### src/hw/exc_prio_defs.vh
// Constants for the core exception prioritizer
// What this block does
// - Among pending causes only the highest ranked, reset first, is taken.
// - Reset exception, highest, on master clear or power-on reset.
// - Debug single-step exception ranks second, raised on single-step request.
// - Debug interrupt from external input or debug break-request bit.
// - Non-maskable interrupt exception on NMI assertion, below debug interrupt.
// - Interrupt exception only for an unmasked hardware or software request.
// - Instruction-break exception when instruction breakpoint compare matches.
// - Fetch address error on misaligned or protected fetch address.
// - Instruction bus error exception on bus error during fetch.
// - Debug breakpoint exception when software debug-break instruction executes.
// - System-call exception when the system-call instruction executes.
// - Break exception, below system call, when break instruction executes.
// - Reserved-instruction exception on a reserved encoding.
// - Coprocessor-unusable exception for an instruction to a disabled coprocessor.
// - Overflow exception when an overflow-checking arithmetic result overflows.
// - Trap exception only when trap instruction condition is true.
// - Data-break on address-only match or store address plus value match.
// - Load address error on misaligned or protected load address.
// - Store address error on misaligned or protected store address.
// - Data bus error exception on bus error for load or store.
// - Lowest ranked data breakpoint on loaded data compare match.
`ifndef EXC_PRIO_DEFS_VH
`define EXC_PRIO_DEFS_VH
`define CAUSE_COUNT 20
`define CAUSE_ID_WIDTH 5
`define SYNC_STAGES 2
`define CAUSE_RESET 5'h00
`define CAUSE_SINGLE_STEP 5'h01
`define CAUSE_DEBUG_INT 5'h02
`define CAUSE_NMI 5'h03
`define CAUSE_INTERRUPT 5'h04
`define CAUSE_INSTR_BREAK 5'h05
`define CAUSE_FETCH_ADDR 5'h06
`define CAUSE_FETCH_BUS 5'h07
`define CAUSE_DEBUG_BP 5'h08
`define CAUSE_SYSTEM_CALL_OP 5'h09
`define CAUSE_BREAK 5'h0a
`define CAUSE_RESERVED 5'h0b
`define CAUSE_COP_UNUSABLE 5'h0c
`define CAUSE_OVERFLOW 5'h0d
`define CAUSE_TRAP 5'h0e
`define CAUSE_DATA_BREAK 5'h0f
`define CAUSE_LOAD_ADDR 5'h10
`define CAUSE_STORE_ADDR 5'h11
`define CAUSE_DATA_BUS 5'h12
`define CAUSE_LOAD_DATA_BREAK 5'h13
`define CAUSE_NONE 5'h1f
`define SW_IRQ_COUNT 2
`endif

### src/hw/sync_2ff.v
// Two-stage synchroniser for asynchronous level inputs
`timescale 1ns/10ps
`default_nettype none
module sync_2ff #(
  parameter WIDTH = 1
) (
  input wire clk,
  input wire rst,
  input wire [WIDTH-1:0] asyncIn,
  output wire [WIDTH-1:0] syncOut
);
  genvar i;
  generate
    for (i = 0; i < WIDTH; i = i + 1)
    begin : bitSync
      reg firstStage_reg;
      reg secondStage_reg;
      // First stage feeds only the second stage
      always @(posedge clk or posedge rst)
      begin
        if (rst)
        begin
          firstStage_reg <= 1'b0;
          secondStage_reg <= 1'b0;
        end
        else
        begin
          firstStage_reg <= asyncIn[i];
          secondStage_reg <= firstStage_reg;
        end
      end
      assign syncOut[i] = secondStage_reg;
    end
  endgenerate
endmodule
`default_nettype wire

### src/hw/cause_priority_encoder.v
// Fixed priority encoder, bit 0 ranks highest
`timescale 1ns/10ps
`default_nettype none
module cause_priority_encoder #(
  parameter WIDTH = 20,
  parameter ID_WIDTH = 5
) (
  input wire [WIDTH-1:0] causeVec,
  output wire anyCause,
  output wire [ID_WIDTH-1:0] winnerId
);
  wire [WIDTH:0] blocked;
  wire [ID_WIDTH-1:0] partialId [0:WIDTH];
  assign blocked[0] = 1'b0;
  assign partialId[0] = {ID_WIDTH{1'b0}};
  genvar i;
  generate
    for (i = 0; i < WIDTH; i = i + 1)
    begin : rank
      localparam [31:0] RANK = i;
      // A cause wins only if nothing above it is pending
      assign blocked[i+1] = blocked[i] | causeVec[i];
      assign partialId[i+1] = (causeVec[i] & ~blocked[i]) ? RANK[ID_WIDTH-1:0] : partialId[i];
    end
  endgenerate
  assign anyCause = blocked[WIDTH];
  assign winnerId = partialId[WIDTH];
endmodule
`default_nettype wire

### src/hw/core_exception_prioritizer.v
// Core exception recognition and fixed-priority selection
`include "exc_prio_defs.vh"
`timescale 1ns/10ps
`default_nettype none
module core_exception_prioritizer #(
  parameter SW_IRQS = `SW_IRQ_COUNT
) (
  input wire clk,
  input wire rst,
  input wire masterClearPinN,
  input wire debugInterruptInput,
  input wire nmiPin,
  input wire debugSingleStep,
  input wire debugBreakRequestBit,
  input wire hwIrqReq,
  input wire hwIrqMasked,
  input wire [SW_IRQS-1:0] swIrqReq,
  input wire [SW_IRQS-1:0] swIrqMask,
  input wire irqGlobalEnable,
  input wire instructionBreakMatch,
  input wire fetchMisaligned,
  input wire fetchProtected,
  input wire instructionFetchBusFault,
  input wire softwareDebugBreakOp,
  input wire systemCallOp,
  input wire breakOp,
  input wire reservedOp,
  input wire copOp,
  input wire copEnabled,
  input wire arithmeticOverflow,
  input wire overflowCheckOp,
  input wire trapOp,
  input wire trapCondTrue,
  input wire dataAddrOnlyMatch,
  input wire storeOp,
  input wire storeAddrMatch,
  input wire storeValueMatch,
  input wire loadMisaligned,
  input wire loadProtected,
  input wire storeMisaligned,
  input wire storeProtected,
  input wire dataBusFault,
  input wire loadDataBreakMatch,
  input wire entryDone,
  output reg excTake,
  output reg [`CAUSE_ID_WIDTH-1:0] excCauseId,
  output reg excBusy,
  output reg inResetHold
);
  localparam [2:0] ST_IDLE = 3'b001;
  localparam [2:0] ST_TAKE = 3'b010;
  localparam [2:0] ST_WAIT = 3'b100;

  wire [2:0] pinSync;
  wire masterClearActive;
  wire debugIntLevel;
  wire nmiLevel;

  // Pins arrive from outside the clock domain
  sync_2ff #(
    .WIDTH(3)
  ) pinSyncInst (
    .clk(clk),
    .rst(rst),
    .asyncIn({nmiPin, debugInterruptInput, ~masterClearPinN}),
    .syncOut(pinSync)
  );
  assign masterClearActive = pinSync[0];
  assign debugIntLevel = pinSync[1];
  assign nmiLevel = pinSync[2];

  reg [2:0] state_reg;
  reg [2:0] state_next;
  reg resetPending_reg;
  reg resetPending_next;
  reg debugIntPrev_reg;
  reg debugIntPending_reg;
  reg debugIntPending_next;
  reg nmiPrev_reg;
  reg nmiPending_reg;
  reg nmiPending_next;
  reg excTake_next;
  reg [`CAUSE_ID_WIDTH-1:0] excCauseId_next;

  wire debugIntRise;
  wire nmiRise;
  wire irqActive;
  wire [`CAUSE_COUNT-1:0] causeVec;
  wire anyCause;
  wire [`CAUSE_ID_WIDTH-1:0] winnerId;
  wire takeNow;
  wire takenReset;
  wire takenDebugInt;
  wire takenNmi;

  // Edge-sensitive pin events are held until taken
  assign debugIntRise = debugIntLevel & ~debugIntPrev_reg;
  assign nmiRise = nmiLevel & ~nmiPrev_reg;

  // Any unmasked source with interrupts globally enabled
  assign irqActive = irqGlobalEnable & ((hwIrqReq & ~hwIrqMasked) | (|(swIrqReq & ~swIrqMask)));

  // Bit position equals rank; bit 0 is highest
  assign causeVec[`CAUSE_RESET] = resetPending_reg & ~masterClearActive;
  assign causeVec[`CAUSE_SINGLE_STEP] = debugSingleStep;
  assign causeVec[`CAUSE_DEBUG_INT] = debugIntPending_reg | debugBreakRequestBit;
  assign causeVec[`CAUSE_NMI] = nmiPending_reg;
  assign causeVec[`CAUSE_INTERRUPT] = irqActive;
  assign causeVec[`CAUSE_INSTR_BREAK] = instructionBreakMatch;
  assign causeVec[`CAUSE_FETCH_ADDR] = fetchMisaligned | fetchProtected;
  assign causeVec[`CAUSE_FETCH_BUS] = instructionFetchBusFault;
  assign causeVec[`CAUSE_DEBUG_BP] = softwareDebugBreakOp;
  assign causeVec[`CAUSE_SYSTEM_CALL_OP] = systemCallOp;
  assign causeVec[`CAUSE_BREAK] = breakOp;
  assign causeVec[`CAUSE_RESERVED] = reservedOp;
  assign causeVec[`CAUSE_COP_UNUSABLE] = copOp & ~copEnabled;
  assign causeVec[`CAUSE_OVERFLOW] = overflowCheckOp & arithmeticOverflow;
  assign causeVec[`CAUSE_TRAP] = trapOp & trapCondTrue;
  assign causeVec[`CAUSE_DATA_BREAK] = dataAddrOnlyMatch | (storeOp & storeAddrMatch & storeValueMatch);
  assign causeVec[`CAUSE_LOAD_ADDR] = loadMisaligned | loadProtected;
  assign causeVec[`CAUSE_STORE_ADDR] = storeMisaligned | storeProtected;
  assign causeVec[`CAUSE_DATA_BUS] = dataBusFault;
  assign causeVec[`CAUSE_LOAD_DATA_BREAK] = loadDataBreakMatch;

  cause_priority_encoder #(
    .WIDTH(`CAUSE_COUNT),
    .ID_WIDTH(`CAUSE_ID_WIDTH)
  ) prioInst (
    .causeVec(causeVec),
    .anyCause(anyCause),
    .winnerId(winnerId)
  );

  // Only one winner leaves per take; the rest wait
  assign takeNow = (state_reg == ST_IDLE) & anyCause;
  assign takenReset = takeNow & (winnerId == `CAUSE_RESET);
  assign takenDebugInt = takeNow & (winnerId == `CAUSE_DEBUG_INT);
  assign takenNmi = takeNow & (winnerId == `CAUSE_NMI);

  always @*
  begin
    // Set wins over the clear in the same cycle
    resetPending_next = resetPending_reg;
    if (takenReset)
      resetPending_next = 1'b0;
    if (masterClearActive)
      resetPending_next = 1'b1;
    debugIntPending_next = debugIntPending_reg;
    if (takenDebugInt)
      debugIntPending_next = 1'b0;
    if (debugIntRise)
      debugIntPending_next = 1'b1;
    nmiPending_next = nmiPending_reg;
    if (takenNmi)
      nmiPending_next = 1'b0;
    if (nmiRise)
      nmiPending_next = 1'b1;
  end

  always @*
  begin
    state_next = state_reg;
    excTake_next = 1'b0;
    excCauseId_next = excCauseId;
    case (state_reg)
      ST_IDLE:
      begin
        if (anyCause)
        begin
          excTake_next = 1'b1;
          excCauseId_next = winnerId;
          state_next = ST_TAKE;
        end
      end
      ST_TAKE:
      begin
        // Strobe lasts one cycle; the id stays until the next take
        if (entryDone)
          state_next = ST_IDLE;
        else
          state_next = ST_WAIT;
      end
      ST_WAIT:
      begin
        if (entryDone)
          state_next = ST_IDLE;
      end
      default:
      begin
        state_next = ST_IDLE;
      end
    endcase
  end

  always @(posedge clk or posedge rst)
  begin
    if (rst)
    begin
      state_reg <= ST_IDLE;
      // Power-on leaves a reset exception pending
      resetPending_reg <= 1'b1;
      debugIntPrev_reg <= 1'b0;
      debugIntPending_reg <= 1'b0;
      nmiPrev_reg <= 1'b0;
      nmiPending_reg <= 1'b0;
      excTake <= 1'b0;
      excCauseId <= `CAUSE_NONE;
      excBusy <= 1'b0;
      inResetHold <= 1'b1;
    end
    else
    begin
      state_reg <= state_next;
      resetPending_reg <= resetPending_next;
      debugIntPrev_reg <= debugIntLevel;
      debugIntPending_reg <= debugIntPending_next;
      nmiPrev_reg <= nmiLevel;
      nmiPending_reg <= nmiPending_next;
      excTake <= excTake_next;
      excCauseId <= excCauseId_next;
      excBusy <= (state_next != ST_IDLE);
      inResetHold <= masterClearActive;
    end
  end
endmodule
`default_nettype wire

### config.mk
export PLATFORM = sky130hd
export DESIGN_NAME = core_exception_prioritizer
export DESIGN_NICKNAME = d
export VERILOG_FILES = /design/src/hw/sync_2ff.v /design/src/hw/cause_priority_encoder.v /design/src/hw/core_exception_prioritizer.v
export VERILOG_INCLUDE_DIRS = /design/src /design/src/hw
export SDC_FILE = /design/constraint.sdc
export NUM_CORES = 1
export LEC_CHECK = 0
export BUFFER_PORTS_ARGS = -buffer_cell sky130_fd_sc_hd__buf_2
export CORE_ASPECT_RATIO = 0.9
export CORE_MARGIN = 4
export CORE_UTILIZATION = 45
export CTS_CLUSTER_DIAMETER = 40
export CTS_CLUSTER_SIZE = 16
export DETAILED_ROUTE_END_ITERATION = 16
export GPL_ROUTABILITY_DRIVEN = 0
export PLACE_DENSITY = 0.77
export SYNTH_ARGS = -nofsm -noshare
export SYNTH_HDL_FRONTEND = slang
export SYNTH_SLANG_ARGS = --single-unit
export TNS_END_PERCENT = 20
### constraint.sdc
create_clock -name clk -period 3.14 [get_ports clk]
set_input_delay 0.157 -clock clk [delete_from_list [all_inputs] [get_ports clk]]
set_output_delay 0.157 -clock clk [all_outputs]
set_load 0.01 [all_outputs]
==> summary.txt, run 1 <==
Worst setup path
  • Startpoint types: flop
  • CP dominant cell by count: or4b_4
  • Critical path's largest stage delay: 540 ps
  • Crit Reg-Reg Startpoint: nmiPending_reg
  • CP delay by family, top: simple AND/OR/NAND/NOR gates
  • Crit-path cells: nor3_2 > or3b_4 > or4b_4 > or4b_4 > a21oi_2 > o221ai_2
  • Required @ worst endpoint: 3330 ps
  • Setup crit end kind: flop
  • Crit Path Max Fanout: 4
  • Critical path type: flop to flop
  • Worst Setup SP: nmiPending_reg
  • Arr. time, crit path: 2720 ps
  • Reg2Reg Setup Slack: around 610 ps
  • CP max-delay cell: or4b_4
  • Crit path buf inv count: 0

Yosys
  • Sequential area share after synthesis: 0.5391
  • Synth warn: 0
  • Flops & latches, synth: 22
  • Async set-or-reset flop fraction in the synthesized netlist: 1.000
  • Mapped Nets: 140
  • Synth area leader: dfrtp_1
  • Synth Area per Inst: roughly 10 µm²
  • Mapped Area: between 0.001 and 0.0015 mm²
  • Yosys cell types: 37
  • Ys flop type: dfrtp_1
  • Number of synthesized flops with an enable pin: 0
  • Main area contributors after synthesis: dfrtp_1 34%, dfstp_2 20%, a21oi_1 4.3%
  • Top-count cell post-synth: dfrtp_1
  • Synth Instances: 101
  • Synth cell count leaders: 14 x dfrtp_1, 11 x inv_1, 9 x a21oi_1, 9 x nor2_1, 8 x dfstp_2
  • Yosys top cell area share: 0.3369

Min path
  • Worst hold start: entryDone
  • Hold/Removal Path Class: input port to flop

Placement
  • Input/output buffers: 46
  • Placed cell area: 0.001311 mm²
  • Hpwl dp: about 1900 µm

Power
  • NetSw: 247.7 µW
  • Clock power frac: 0.242
  • Sw Ratio: 0.2876
  • Comb pwr share: 0.293
  • Max IR drop VDD: 0.4116 mV
  • Part of the power in registers: 0.465
  • P per Cell Area: 613.5 mW/mm²
  • Internal: approximately 610 µW
  • Leak pwr: 0.0006916 µW

GRT
  • GR Util met1: 0.1824
  • Met3 Usage GRT: 0.04796
  • Met2 Use GR: 0.3048
  • Overflow after GRT: 0
  • Gr usage total: 0.1649
  • Vias in the first global route: 950
  • Pin count of the biggest net entering global routing: 23
  • Initial antenna violation count: 0
  • GR peak layer: met2
  • First-pass GRT wire length: approximately 3800 µm

Clock tree
  • Clock buffer depth: 2
  • Clk sinks: 22
  • Root Driver: clkbuf_4
  • Reg clk slew, reported paths: 110 ps
  • Setup bufs post-CTS: 0
  • CTS tree: done
  • H-tree depth: 1
  • Clock latency on the worst-skew pair: roughly 300 ps
  • CTS buffer count: 3

STA
  • Endpoints failing setup: 0
  • Final Max Slew Viols: 0
  • Slew margin rel.: 0.4964
  • Slew @ Worst Pin: 754.6 ps
  • Setup TNS: 0 ps
  • Max Freq: just under 400 MHz
  • WHS: roughly 19 ps
  • Final Hold Viols: 0
  • Crit path time final: approximately 2500 ps
  • Clock skew: roughly 2.2 ps
  • Tcrit/Tclk final: 0.8062
  • Unrepaired setup endpoints after global routing: no

Run
  • Max_cap viols: 0

Routing
  • Avg WL per Cell: 12.68 µm
  • Post-DRT Antenna Nets: 0
  • Initial DRC count: 28
  • Drt pass-1 iters: 4
  • Final wirelength: around 2300 µm
  • Vias after detailed routing: 949
  • Post-route DRC: 0
  • Vias per inst: a little over 5

Final layout
  • Area grow syn2layout: 35.02%
  • Fin area: approximately 0.0014 mm²
  • Max reg flops: 5
  • # nets final: slightly below 200
  • Largest Register: excCauseId
  • Ant diodes: 0
  • Share of layout cells above drive strength 1: 0.4487
  • Fill count: between 150 and 200

Floorplanning
  • Initial core utilization: 0.4765
  • Die Wd: ~60 µm
  • Die area: roughly 0.0031 mm²
  • Row count: 16
  • Core area: 0.002182 mm²
  • Io pins: 47
  • Die Y: between 50 and 60 µm

Outcome
  • Status: finished clean
## layer usage
layer / share of wire / routed length (µm)
met5: 0 / 0
met4: 0.0078 / 18
met3: 0.074 / 172
met2: 0.53 / 1229
met1: 0.39 / 901
## timing repair
action	in CTS	in global routing
hold endpoints to repair	17	0
resized for setup	0	0
hold buffers	4	0
## logic make-up (layout without fill, tap and decap cells)
group,Yosys count,after routing,share of synthesized area
AO/OA/AOI/OAI,30,30,0.2022
XOR/XNOR,1,1,0.008425
buffers and inverters,11,66,0.03971
flip-flops,22,22,0.5391
multiplexers,1,1,0.01083
AND/OR/NAND/NOR,36,36,0.1998
## worst paths after layout
check | to | depth (start not counted)
worst max-delay path | nmiPending_reg | 6
worst min-delay path | state_reg[2] | 2
worst max register to register | nmiPending_reg | 6
worst min register to register | pinSyncInst.bitSync[0].secondStage_reg | 0
max in group asynchronous | nmiPending_reg | 3
min in group asynchronous | pinSyncInst.bitSync[0].firstStage_reg | 3
## stage by stage
step                power, µW  instances    util  setup slack, ps
finish                  861.3        183  0.6433            608.4
global route            921.6        183  0.6433            460.5
CTS                     871.7        183  0.6433            605.8
detailed placement      656.4        175  0.6009            620.8
global placement        649.0        175  0.6009            666.0
floorplan               565.3        101       -            720.1
## cells in the final DEF, fill, tap and decap left out, types with 2 or more instances in the layout
master	n
a21o_1	2
a21oi_1	9
buf_2	46
clkbuf_4	3
dfrtp_1	14
dfstp_2	8
dlygate4sd3_1	4
inv_1	11
nand2_1	6
nand2b_1	2
nand3_1	2
nor2_1	9
nor2b_1	5
nor3_1	2
nor4_1	2
o21ai_0	3
o31ai_1	2
or4b_4	2
## area by class of cell
class                           count  area (µm²)  area share
Sequential cell                    22       560.5      0.3993
Multi-Input combinational cell     68       437.9      0.3119
Timing Repair Buffer               51       277.8      0.1979
Inverter                           11       41.29     0.02941
Tap cell                           27       33.78     0.02406
Clock inverter                      1       30.03     0.02139
Clock buffer                        3       22.52     0.01604
## power groups by stage
stage | Combinational (µW) | Clock [µW] | Sequential, µW
3_3_place_gp | 245 | 0 | 404
2_1_floorplan | 146 | 0 | 419
6_report | 252 | 208 | 401
3_5_place_dp | 250 | 0 | 406
5_1_grt | 282 | 230 | 410
4_1_cts | 255 | 216 | 401
Note: power is estimated with default switching activity, not from simulation.
==> run 2: changes to the inputs <==
--- a/config.mk
+++ b/config.mk
@@ -9,12 +9,12 @@
 export BUFFER_PORTS_ARGS = -buffer_cell sky130_fd_sc_hd__buf_2
 export CORE_ASPECT_RATIO = 0.9
 export CORE_MARGIN = 4
-export CORE_UTILIZATION = 45
+export CORE_UTILIZATION = 41
 export CTS_CLUSTER_DIAMETER = 40
 export CTS_CLUSTER_SIZE = 16
 export DETAILED_ROUTE_END_ITERATION = 16
 export GPL_ROUTABILITY_DRIVEN = 0
-export PLACE_DENSITY = 0.77
+export PLACE_DENSITY = 0.74
 export SYNTH_ARGS = -nofsm -noshare
 export SYNTH_HDL_FRONTEND = slang
 export SYNTH_SLANG_ARGS = --single-unit
==> constraint.sdc (replaced) <==
create_clock -name clk -period 2.3 [get_ports clk]
set_input_delay 0.115 -clock clk [delete_from_list [all_inputs] [get_ports clk]]
set_output_delay 0.115 -clock clk [all_outputs]
set_load 0.01 [all_outputs]
==> run 2 against run 1 <==
The flow now finishes with violations (negative setup slack). Worst setup slack lost 750 ps. Total power up 45%. Global-route usage decreased by 1.4 points. Sequential power is 37% higher. Critical path depth stayed put. Hold slack improved by 220 ps. Design area is 7.9% higher. Die area up 8.3%. First-iteration DRC count down 7.1%. Sequential cell count did not move. Clock power grew 37%. Final cell count grew 7.1%. Critical path type unchanged. Critical endpoint unchanged.
==> summary.txt, run 2 (synthesis results as in run 1) <==
Outcome
  • Status: complete, but fails checks
  • Violations in the final reports: negative setup slack

Worst setup path
  • Worst r2r dst: nmiPending_reg
  • Critical path type: flop to flop
  • Worst Setup SP: debugIntPending_reg
  • Startpoint types: flop
  • Crit Reg-Reg Startpoint: debugIntPending_reg
  • Required @ worst endpoint: 2480 ps (-850 ps)
  • Reg2Reg Setup Slack: -140 ps (-750 ps)
  • Arr. time, crit path: 2620 ps (-100 ps)
  • Worst setup endpoint: nmiPending_reg
  • Setup crit end kind: flop
  • Crit Path Max Fanout: 3 (-1)
  • R2R depth: 6 (unchanged)

Power
  • Clock power frac: 0.228 (-0.014)
  • Max IR drop VDD: 0.6452 mV (+57%)
  • Part of the power in registers: 0.440 (-0.025)
  • Sw Ratio: 0.2884 (+0.0007905)
  • Leak pwr: 0.0007503 µW (+8.5%)
  • Internal: 889.1 µW (+45%)
  • Comb pwr share: 0.332 (+0.039)
  • NetSw: 360.3 µW (+45%)
  • P per Cell Area: 824.6 mW/mm² (+34%)

STA
  • Setup WS post-layout: -138.1 ps (-746.5 ps)
  • Tcrit/Tclk final: 1.060 (+0.2538)
  • Max Freq: 410.2 MHz (+3.8%)
  • Final Max Slew Viols: 0 (unchanged)
  • Crit path time final: 2438 ps (-93.48 ps)
  • Clock skew: 10.10 ps (+7.852 ps)
  • WHS: 239.7 ps (+220.6 ps)
  • Slew @ Worst Pin: 773.5 ps (+18.91 ps)
  • Unrepaired setup endpoints after global routing: yes
  • Endpoints failing setup: 3 (+3)
  • Slew margin rel.: 0.4837 (-0.01262)
  • Final Hold Viols: 0 (unchanged)

Routing
  • Final wirelength: 2473 µm (+6.5%)
  • Avg WL per Cell: 12.62 µm (-0.52%)
  • Post-DRT Antenna Nets: 0 (unchanged)
  • Vias per inst: 5.066 (-2.3%)
  • Initial DRC count: 26 (-7.1%)
  • Vias after detailed routing: 993 (+4.6%)
  • Drt pass-1 iters: 4 (unchanged)
  • Post-route DRC: 0 (unchanged)

Final layout
  • Commonest cells after routing, fill and taps aside: 46 x buf_2, 14 x dfrtp_1, 12 x buf_4, 11 x inv_1
  • Fin area: 0.001515 mm² (+7.9%)
  • Max reg flops: 5 (unchanged)
  • Share of layout cells above drive strength 1: 0.4940 (+0.04533)
  • Commonest non-fill, non-tap cell in the layout: buf_2
  • Fill count: 214 (+14%)
  • Area grow syn2layout: 45.73%
  • # nets final: 208 (+6.1%)
  • Largest Register: excCauseId
  • Ant diodes: 0 (unchanged)

GRT
  • First-pass GRT wire length: 4015 µm (+4.5%)
  • Pin count of the biggest net entering global routing: 23 (unchanged)
  • Initial antenna violation count: 0 (unchanged)
  • Overflow after GRT: 0 (unchanged)
  • Vias in the first global route: 975 (+2.6%)
  • Gr usage total: 0.1512 (-0.01371)

Floorplanning
  • Io pins: 47 (unchanged)
  • Die Y: 55.78 µm (+4.1%)
  • Die Wd: 61.08 µm (+4.1%)
  • Row count: 17 (+1)
  • Initial core utilization: 0.4251 (-0.05143)
  • Die area: 0.003407 mm² (+8.3%)
  • Core area: 0.002446 mm² (+12%)

Min path
  • Worst hold stages: 4 (+2)
  • Hold/Removal Path Class: input port to flop

Clock tree
  • CTS tree: done
  • Clock latency on the worst-skew pair: 300 ps (about the same)
  • H-tree depth: 1 (unchanged)
  • Clk sinks: 22 (unchanged)
  • Clock buffer depth: 2 (unchanged)
  • Root Driver: clkbuf_4
  • CTS buffer count: 3 (unchanged)
  • Reg clk slew, reported paths: 120 ps (about the same)

Placement
  • Input/output buffers: 46 (unchanged)
  • Hpwl dp: 2066 µm (+7.9%)
  • Placed cell area: 0.001395 mm² (+6.4%)

Run
  • Max_cap viols: 0 (unchanged)
## run 2: repair_timing
item | 4_1_cts | 5_1_grt
hold buffers | 5 | 0
gates resized for setup | 0 | 2
pin swaps | 3 | 1
setup buffers | 1 | 0
endpoints found under the hold margin | 18 | 0
endpoints found under the setup margin | 6 | 7
## run 2: layout make-up
class | instances | area, µm² | share of cell area
Clock buffer | 3 | 22.52 | 0.01486
Clock inverter | 1 | 30.03 | 0.01982
Inverter | 11 | 41.29 | 0.02725
Multi-Input combinational cell | 68 | 455.4 | 0.3006
Sequential cell | 22 | 560.5 | 0.3699
Tap cell | 28 | 35.03 | 0.02312
Timing Repair Buffer | 63 | 370.4 | 0.2444
## run 2: per-stage QoR
| stage | TNS, ps | worst slack, ps | util | cells | total power, µW |
|---|---|---|---|---|---|
| 2_1_floorplan | -211.3 | -99.97 | - | 101 | 778.7 |
| 3_3_place_gp | -145.4 | -78.65 | 0.5703 | 186 | 952.3 |
| 3_5_place_dp | -460.9 | -177.9 | 0.5703 | 186 | 964.3 |
| 4_1_cts | -399.2 | -178.4 | 0.6153 | 196 | 1258 |
| 5_1_grt | -659.2 | -220.3 | 0.6194 | 196 | 1345 |
| 6_report | -282.4 | -138.1 | 0.6194 | 196 | 1249 |
## run 2: per-layer routing
layer | global-route usage | up-vias | share of wire
met2 | 0.2508 | 35 | 0.48
met4 | 0.04644 | 0 | 0.0097
met1 | 0.1994 | 460 | 0.42
li1 | - | 494 | -
met5 | 0 | - | 0
met3 | 0.02088 | 4 | 0.089
## run 2: power by group through the flow
stage	clock network, µW	registers [µW]	logic [µW]
after global placement	0	551	401
after global routing	315	562	467
after CTS	291	551	416
final	285	549	415
after floorplan	0	573	206
after detailed placement	0	555	409
## run 2: critical path, cell delays in order (launching register included)
cell      delay (ps)
dfrtp_1          410
nor3_2           160
or3b_4           400
or4b_4           520
or4b_4           520
a21oi_4          180
o221ai_2         120
## run 2: worst min path at each step
stage,start,end,slack (ps)
final,reservedOp,excCauseId[2],240
after CTS,breakOp,excCauseId[2],230
after global routing,debugSingleStep,excCauseId[2],250
after detailed placement,debugInterruptInput,pinSyncInst.bitSync[1].firstStage_reg,220
after global placement,debugInterruptInput,pinSyncInst.bitSync[1].firstStage_reg,220
after floorplan,rst,debugIntPending_reg,100
